--- src/hdl/ffls_pkg.sv ---
// constants and state encoding for the fieldbus fault and led status block
// assumes a single 100 MHz board clock
package ffls_pkg;

    localparam int unsigned CLK_HZ          = 100_000_000;
    localparam int unsigned FLASH_PERIOD_MS = 1000;
    localparam int unsigned HB_TIMEOUT_MS   = 100;
    localparam int unsigned FLASH_PERIOD_CYC =
        FLASH_PERIOD_MS * (CLK_HZ / 1000);
    localparam int unsigned HB_TIMEOUT_CYC =
        HB_TIMEOUT_MS * (CLK_HZ / 1000);

    localparam logic [3:0] PROFILE_ALARM = 4'h4;
    localparam logic [3:0] PROFILE_FAULT = 4'h5;
    localparam logic [2:0] ID_COUNT_MIN  = 3'h1;
    localparam logic [2:0] ID_COUNT_MAX  = 3'h4;
    localparam logic [7:0] HB_STEP       = 8'h01;

    localparam logic       RST_ALARM     = 1'b0;
    localparam logic       RST_FAULT     = 1'b0;
    localparam logic       RST_LED       = 1'b0;

    // gray along selftest -> wait -> run -> online
    typedef enum logic [2:0]
    {
        ST_SELFTEST = 3'h0,
        ST_PWAIT    = 3'h1,
        ST_PRUN     = 3'h3,
        ST_ONLINE   = 3'h2,
        ST_CSFAIL   = 3'h6,
        ST_RAMFAIL  = 3'h7
    } ffls_state_e;

endpackage

--- src/hdl/ffls_status.sv ---
// fault reaction to bus link loss and the three diagnostic leds
// assumes all inputs synchronous to clock; pulses last one cycle
`timescale 1ns/1ns
`default_nettype none

module ffls_status
#(
    parameter int unsigned FLASH_CYCLES = ffls_pkg::FLASH_PERIOD_CYC,
    parameter int unsigned HB_CYCLES    = ffls_pkg::HB_TIMEOUT_CYC,
    parameter int unsigned TO_W         = 8
)
(
    input  wire logic            clock,
    input  wire logic            rst,
    input  wire logic [TO_W-1:0] linkTimeoutSetting,
    input  wire logic [3:0]      linkProfileSelect,
    input  wire logic            ctrlWordOn,
    input  wire logic            respMonActive,
    input  wire logic            techBoardFitted,
    input  wire logic            techAlarmCfg,
    input  wire logic            techFaultCfg,
    input  wire logic            faultAck,
    input  wire logic            selfTestDone,
    input  wire logic            checksumFail,
    input  wire logic            ramFail,
    input  wire logic            boardCancelParam,
    input  wire logic            paramStart,
    input  wire logic            paramDone,
    input  wire logic            hbStrobe,
    input  wire logic [7:0]      hbValue,
    input  wire logic            syncMode,
    input  wire logic            cfgStrobe,
    input  wire logic [2:0]      cfgIdCount,
    input  wire logic            cfgProfileValid,
    input  wire logic            netDataActive,
    input  wire logic            busError,
    output logic                 busLossAlarm,
    output logic                 busLossFault,
    output logic                 badParam,
    output logic                 linkConnected,
    output logic                 telOkLed,
    output logic                 boardOkLed,
    output logic                 ifOkLed
);

    ffls_pkg::ffls_state_e state_q;
    ffls_pkg::ffls_state_e state_d;
    logic [31:0]           flashCnt_q;
    logic [31:0]           hbCnt_q;
    logic [7:0]            hbPrev_q;
    logic                  hbSeen_q;
    logic                  hbErr;
    logic                  configured_q;
    logic                  exchanging_q;
    logic                  everExchanged_q;
    logic                  lossState_q;
    logic                  timeoutZero;
    logic                  prof4;
    logic                  prof5;
    logic                  lossAny;
    logic                  cfgBad;
    logic                  alarmD;
    logic                  faultSet;
    logic                  lit;
    logic                  syncLit;

    function automatic logic cfg_invalid(input logic [2:0] cnt,
                                         input logic       profOk);
        cfg_invalid = (cnt < ffls_pkg::ID_COUNT_MIN) ||
                      (cnt > ffls_pkg::ID_COUNT_MAX) || !profOk;
    endfunction

    assign timeoutZero = (linkTimeoutSetting == '0);
    assign prof4       = (linkProfileSelect == ffls_pkg::PROFILE_ALARM);
    assign prof5       = (linkProfileSelect == ffls_pkg::PROFILE_FAULT);
    assign lossAny     = !everExchanged_q || lossState_q;
    assign cfgBad      = cfg_invalid(cfgIdCount, cfgProfileValid);
    assign lit         = (flashCnt_q < (FLASH_CYCLES / 2));
    assign syncLit     = (flashCnt_q < (FLASH_CYCLES / 4));

    // board states
    always_comb
    begin
        state_d = state_q;
        case (state_q)
            ffls_pkg::ST_SELFTEST:
            begin
                if (checksumFail)
                    state_d = ffls_pkg::ST_CSFAIL;
                else if (ramFail)
                    state_d = ffls_pkg::ST_RAMFAIL;
                else if (selfTestDone)
                    state_d = ffls_pkg::ST_PWAIT;
            end
            ffls_pkg::ST_PWAIT:
            begin
                if (paramStart)
                    state_d = ffls_pkg::ST_PRUN;
            end
            ffls_pkg::ST_PRUN:
            begin
                if (paramDone)
                    state_d = ffls_pkg::ST_ONLINE;
            end
            ffls_pkg::ST_ONLINE:
            begin
                if (boardCancelParam || hbErr)
                    state_d = ffls_pkg::ST_PWAIT;
            end
            // test failures are final until reset
            ffls_pkg::ST_CSFAIL:  state_d = ffls_pkg::ST_CSFAIL;
            ffls_pkg::ST_RAMFAIL: state_d = ffls_pkg::ST_RAMFAIL;
            default:              state_d = ffls_pkg::ST_SELFTEST;
        endcase
    end

    always_ff @(posedge clock)
    begin
        if (rst)
            state_q <= ffls_pkg::ST_SELFTEST;
        else
            state_q <= state_d;
    end

    // common flash base, one period for every led
    always_ff @(posedge clock)
    begin
        if (rst || flashCnt_q >= FLASH_CYCLES - 1)
            flashCnt_q <= '0;
        else
            flashCnt_q <= flashCnt_q + 32'h00000001;
    end

    // heartbeat watch, only meaningful once online
    assign hbErr = (state_q == ffls_pkg::ST_ONLINE) &&
                   ((hbStrobe && hbSeen_q &&
                     hbValue != hbPrev_q + ffls_pkg::HB_STEP) ||
                    hbCnt_q >= HB_CYCLES);

    always_ff @(posedge clock)
    begin
        if (rst || state_q != ffls_pkg::ST_ONLINE)
        begin
            hbSeen_q <= 1'b0;
            hbPrev_q <= 8'h00;
            hbCnt_q  <= '0;
        end
        else if (hbStrobe)
        begin
            hbSeen_q <= 1'b1;
            hbPrev_q <= hbValue;
            hbCnt_q  <= '0;
        end
        else if (hbCnt_q < HB_CYCLES)
            hbCnt_q <= hbCnt_q + 32'h00000001;
    end

    // configuration telegram and link tracking
    always_ff @(posedge clock)
    begin
        if (rst)
        begin
            configured_q <= 1'b0;
            badParam     <= 1'b0;
        end
        else if (cfgStrobe)
        begin
            configured_q <= !cfgBad;
            badParam     <= cfgBad;
        end
        else if (busError)
            configured_q <= 1'b0;
    end

    // a node without net data counts as no exchange
    always_ff @(posedge clock)
    begin
        if (rst)
        begin
            exchanging_q    <= 1'b0;
            everExchanged_q <= 1'b0;
            lossState_q     <= 1'b0;
        end
        else
        begin
            exchanging_q <= configured_q && netDataActive && !busError;
            if (exchanging_q)
                everExchanged_q <= 1'b1;
            if (busError && everExchanged_q)
                lossState_q <= 1'b1;
            else if (exchanging_q)
                lossState_q <= 1'b0;
        end
    end

    // loss reaction of the converter
    always_comb
    begin
        alarmD   = 1'b0;
        faultSet = 1'b0;
        if (!timeoutZero)
        begin
            if (techBoardFitted)
            begin
                alarmD   = lossAny && techAlarmCfg;
                faultSet = lossAny && techFaultCfg;
            end
            else
            begin
                alarmD = (!everExchanged_q && (prof4 || prof5)) ||
                         (lossState_q && respMonActive && prof4);
                faultSet = lossState_q && respMonActive &&
                           prof5 && ctrlWordOn;
            end
        end
    end

    always_ff @(posedge clock)
    begin
        if (rst)
            busLossAlarm <= ffls_pkg::RST_ALARM;
        else
            busLossAlarm <= alarmD;
    end

    // fault holds until acknowledged; a new cause beats the ack
    always_ff @(posedge clock)
    begin
        if (rst)
            busLossFault <= ffls_pkg::RST_FAULT;
        else if (faultSet)
            busLossFault <= 1'b1;
        else if (faultAck)
            busLossFault <= 1'b0;
    end

    always_ff @(posedge clock)
    begin
        if (rst)
            linkConnected <= 1'b0;
        else
            linkConnected <= exchanging_q;
    end

    // led patterns; one led flashes in parameterizing or fault states, the others steady, and telegram led steady dark when online without exchange
    always_ff @(posedge clock)
    begin
        if (rst)
        begin
            telOkLed   <= ffls_pkg::RST_LED;
            boardOkLed <= ffls_pkg::RST_LED;
            ifOkLed    <= ffls_pkg::RST_LED;
        end
        else
        begin
            case (state_q)
                ffls_pkg::ST_CSFAIL:
                begin
                    telOkLed   <= 1'b0;
                    boardOkLed <= lit;
                    ifOkLed    <= 1'b1;
                end
                ffls_pkg::ST_RAMFAIL:
                begin
                    telOkLed   <= 1'b1;
                    boardOkLed <= lit;
                    ifOkLed    <= 1'b1;
                end
                ffls_pkg::ST_PRUN:
                begin
                    telOkLed   <= lit;
                    boardOkLed <= 1'b1;
                    ifOkLed    <= 1'b0;
                end
                ffls_pkg::ST_ONLINE:
                begin
                    // dark telegram led without exchange
                    telOkLed   <= exchanging_q &&
                                  (syncMode ? syncLit : lit);
                    boardOkLed <= lit;
                    ifOkLed    <= lit && !hbErr;
                end
                default:
                begin
                    telOkLed   <= lit;
                    boardOkLed <= lit;
                    ifOkLed    <= lit;
                end
            endcase
        end
    end

    property p_tz;
        @(posedge clock) disable iff (rst)
        (linkTimeoutSetting == '0) |=> !busLossAlarm;
    endproperty
    a_tz: assert property (p_tz)
        else $error("alarm raised with zero timeout");

    property p_boot;
        @(posedge clock) disable iff (rst)
        (!timeoutZero && !techBoardFitted && (prof4 || prof5) &&
         !everExchanged_q) |=> busLossAlarm;
    endproperty
    a_boot: assert property (p_boot)
        else $error("no alarm before first exchange");

    property p_r3;
        @(posedge clock) disable iff (rst)
        (!timeoutZero && !techBoardFitted && prof4 && lossState_q &&
         respMonActive) |=> busLossAlarm && !$rose(busLossFault);
    endproperty
    a_r3: assert property (p_r3)
        else $error("profile 4 bus error without alarm");

    property p_r4;
        @(posedge clock) disable iff (rst)
        (!timeoutZero && !techBoardFitted && prof5 && lossState_q &&
         respMonActive && ctrlWordOn) |=> busLossFault [*2];
    endproperty
    a_r4: assert property (p_r4)
        else $error("profile 5 bus error without fault");

    property p_r5;
        @(posedge clock) disable iff (rst)
        (!timeoutZero && techBoardFitted && lossAny && techFaultCfg)
        |=> busLossFault;
    endproperty
    a_r5: assert property (p_r5)
        else $error("technology board fault not applied");

    property p_cs;
        @(posedge clock) disable iff (rst)
        (state_q == ffls_pkg::ST_CSFAIL) ##1 (state_q ==
         ffls_pkg::ST_CSFAIL) |-> !telOkLed && ifOkLed;
    endproperty
    a_cs: assert property (p_cs)
        else $error("checksum fail led pattern wrong");

    property p_ram;
        @(posedge clock) disable iff (rst)
        (state_q == ffls_pkg::ST_RAMFAIL) |=> telOkLed && ifOkLed;
    endproperty
    a_ram: assert property (p_ram)
        else $error("ram fail led pattern wrong");

    property p_prun;
        @(posedge clock) disable iff (rst)
        (state_q == ffls_pkg::ST_PRUN) |=> boardOkLed && !ifOkLed;
    endproperty
    a_prun: assert property (p_prun)
        else $error("parameterizing led pattern wrong");

    property p_tel;
        @(posedge clock) disable iff (rst)
        !exchanging_q |=> !telOkLed ||
        $past(state_q) != ffls_pkg::ST_ONLINE;
    endproperty
    a_tel: assert property (p_tel)
        else $error("telegram led lit without exchange");

    property p_bad;
        @(posedge clock) disable iff (rst)
        (cfgStrobe && cfgIdCount > ffls_pkg::ID_COUNT_MAX)
        |=> badParam && !configured_q ##2 !linkConnected;
    endproperty
    a_bad: assert property (p_bad)
        else $error("bad configuration accepted");

endmodule // ffls_status

`default_nettype wire

--- config.mk ---
export PLATFORM = sky130hd
export DESIGN_NAME = ffls_status
export DESIGN_NICKNAME = d
export VERILOG_FILES = /design/src/hdl/ffls_pkg.sv /design/src/hdl/ffls_status.sv
export SDC_FILE = /design/constraint.sdc
export NUM_CORES = 1
export LEC_CHECK = 0
export BUFFER_PORTS_ARGS = -buffer_cell sky130_fd_sc_hd__buf_2
export CORE_ASPECT_RATIO = 1.4
export CORE_MARGIN = 2
export CORE_UTILIZATION = 28
export CTS_CLUSTER_SIZE = 40
export DETAILED_ROUTE_END_ITERATION = 16
export HOLD_SLACK_MARGIN = 0.1
export SYNTH_ARGS = -nofsm -noshare
export SYNTH_HDL_FRONTEND = slang
export SYNTH_SLANG_ARGS = --single-unit
--- constraint.sdc ---
create_clock -name clock -period 2 [get_ports clock]
set_clock_uncertainty 0.2 [all_clocks]
set_input_delay 0.2 -clock clock [delete_from_list [all_inputs] [get_ports clock]]
set_output_delay 0.2 -clock clock [all_outputs]
set_load 0.05 [all_outputs]
==> results by group <==
Status
  • Outcome: complete, but fails checks
  • Failing checks: negative setup slack

Synth
  • Main area contributors after synthesis: dfxtp_1 (43%), nor2_1 (7.1%), xor2_1 (5.6%), xnor2_1 (4.1%), nand2_1 (3.6%)
  • Share of Yosys cell area claimed by the top area cell type: 0.428
  • Top_reg_cell synth: dfxtp_1
  • Post-synth ARST share: 0
  • Cell count after synthesis: 475
  • Post-synth EDFFs: 0
  • Cell taking the most area after synthesis: dfxtp_1
  • Post-Syn Area per Cell: between 8 and 9 µm²
  • Area of the mapped netlist: just over 4000 µm²
  • Syn. warnings: 0
  • Yosys cell types: 57
  • Most frequent cell after synthesis: dfxtp_1
  • Synth top cells by count: dfxtp_1 (87), nor2_1 (77), nand2_1 (39)
  • Post-synthesis register bit count: 87
  • Seq/Total Area, Yosys: 0.428

CTS
  • H-tree depth: 3
  • CTS Sinks: between 80 and 90
  • Root Buffer: clkbuf_16
  • Cts bufs inserted: 9
  • Clock slew at reported path FFs: 0.07 ns
  • Clock latency on the worst-skew pair: between 0.3 and 0.4 ns
  • Maximum clock path buffer count: 2
  • CTS tree: built

STA
  • RSZ-0062 raised after global routing: true
  • Final min period: 2.15 ns
  • Setup TNS Final: -3.77 ns
  • Worst setup margin: -0.154 ns
  • Endpoints failing setup: 52
  • Final Hold Viols: 0
  • Slew Limit Fails: 0
  • Tcrit/Tclk final: 1.08
  • Maximum operating frequency: 0.464 GHz

Die
  • Core Area: 14300 µm²
  • Row Count: between 50 and 60
  • Die area: 15500 µm²
  • Starting Density: 0.284
  • I/O Pins: 50
  • Die W: approximately 110 µm
  • DIE HEIGHT: between 100 and 150 µm

Layout
  • Fillers: 1416
  • Layout area overhead: 47.3%
  • Post-layout nets: 662
  • Non-filler instance count after layout: 809
  • Share of cells above drive strength 1: 0.327
  • Number of diodes: 0
  • Final core occ: 0.419

Drt
  • DR vias/cell: slightly below 5
  • Vias: between 3000 and 4000
  • DR DRC count: 0
  • DRT Pass-1 Iters: 4
  • Initial DRC count: about 140
  • Post-route ant nets: 0
  • Met2 WL: approximately 6200 µm
  • Uppermost layer routed: met4
  • WL per Instance: 13.6 µm
  • Met3 Wirelength: around 250 µm
  • Wl on met1: 4230 µm
  • DRT Wirelength: 11000 µm

GRT
  • First-pass GRT wire length: around 17000 µm
  • Grt ovf: 0
  • Vias in the first global route: 3842
  • Initial antenna violation count: 0
  • Largest net degree at the start of global routing: 23
  • GRT Overall Usage: 0.137

Critical path
  • Slowest stage cell, crit path: or4_4
  • CP Class: reg2reg
  • CP arrival: 2.23 ns
  • Worst-path maximum fanout: 7
  • Endpoint class of the critical path: register
  • CP max stage delay: roughly 0.54 ns
  • Nature of the critical path startpoint: register
  • Req. time, crit path: 2.08 ns
  • Worst-path cell chain: or4_4, nor2_4, and3_4, nand4_4, or4_1, a21oi_1

Power and ir drop
  • Power density over the cells: 685 nW/µm²
  • Peak VDD IR: 0.000451 V
  • LEAKAGE: between 2 and 2.5 nW

Place
  • Port Buf Inserts: 49
  • Final HPWL DP: 7130 µm
  • Placer congestion estimate: 0.843
  • Placed cell count: 757

Hold path
  • Hold Crit Class: in2reg

Run
  • Max cap viols: 0
-- per-layer routing --
metal  global-route usage  up-vias
li1                     -     1960
met1                0.146     1877
met2                0.257       69
met3               0.0237       33
met4               0.0678        0
met5                    0        -
-- layout by cell type (no fill, tap or decap), types with 5 or more instances in the layout --
cell and n:
and3_1 9, dfxtp_2 6, buf_4 61, o211ai_1 6
nand3_1 16, nand4_1 17, o21ai_0 15, conb_1 5
inv_1 9, mux2i_1 11, dfxtp_1 81, nand2_1 37
and2_1 7, a21oi_1 20, xor2_1 24, nor2_4 23
nand4b_1 5, dlygate4sd3_1 27, buf_2 49, nor2_1 54
clkbuf_16 10, or3_1 10, and4_1 6, xnor2_1 18
-- critical path, delay by kind of cell (launching register included) --
family,cells,cell delay (ns)
simple gates,5,1.45
flops,1,0.31
compound gates,1,0.13
-- where the power goes --
| group | internal [mW] | switching (mW) |
|---|---|---|
| logic | 0.292 | 0.352 |
| registers | 1.79 | 0.0344 |
| clock network | 0.869 | 0.766 |
| total | 2.95 | 1.15 |
-- cell families after synthesis --
family	share of synthesized area
mux	0.0298
fa+ha+maj	0.0123
buf+inv	0.0283
other cells	0.000921
compound gates	0.114
simple gates	0.290
xor+xnor	0.0968
flops	0.428
-- state kept, by name, indices dropped and copies added, names as in the netlist, 3 cells and up --
name,flops
hbCnt_q,32
hbPrev_q,8
flashCnt_q,32
state_q,3
-- path summary, 6_finish.rpt --
check / start / to / slack, ns / cells past startpoint
worst max register to register: hbCnt_q[28]$_SDFFE_PP0N_ / hbCnt_q[21]$_SDFFE_PP0N_ / -0.15 / 6
worst min-delay path: paramDone / state_q[0]$_SDFFE_PP0P_ / 0.12 / 4
worst min register to register: hbCnt_q[30]$_SDFFE_PP0N_ / hbCnt_q[30]$_SDFFE_PP0N_ / 0.27 / 1
worst max-delay path: hbCnt_q[28]$_SDFFE_PP0N_ / hbCnt_q[21]$_SDFFE_PP0N_ / -0.15 / 6
-- through the flow --
step | hold WS [ns] | cell area [µm²] | setup WS (ns) | total power [mW]
2_1_floorplan | 0.0775 | 4120 | -0.107 | 2.21
3_3_place_gp | 0.218 | 4970 | -0.276 | 2.43
3_5_place_dp | 0.216 | 4970 | -0.266 | 2.43
4_1_cts | 0.104 | 5790 | -0.157 | 4.15
5_1_grt | 0.118 | 6000 | -0.221 | 4.27
6_report | 0.121 | 6000 | -0.154 | 4.10
-- timing repair --
action	in CTS	in global routing
resized for setup	40	52
pin swaps	22	38
hold endpoints to repair	22	0
hold buffers	27	0
setup endpoints to repair	53	55
cloned	2	2
setup buffers	4	4
-- final cells by class --
type | count | area, µm² | area share
Clock buffer | 9 | 225 | 0.0376
Clock inverter | 7 | 61.3 | 0.0102
Inverter | 9 | 33.8 | 0.00563
Multi-Input combinational cell | 365 | 2620 | 0.437
Sequential cell | 87 | 1750 | 0.292
Tap cell | 189 | 236 | 0.0394
Timing Repair Buffer | 143 | 1070 | 0.179
(Power assumes the default switching activity.)
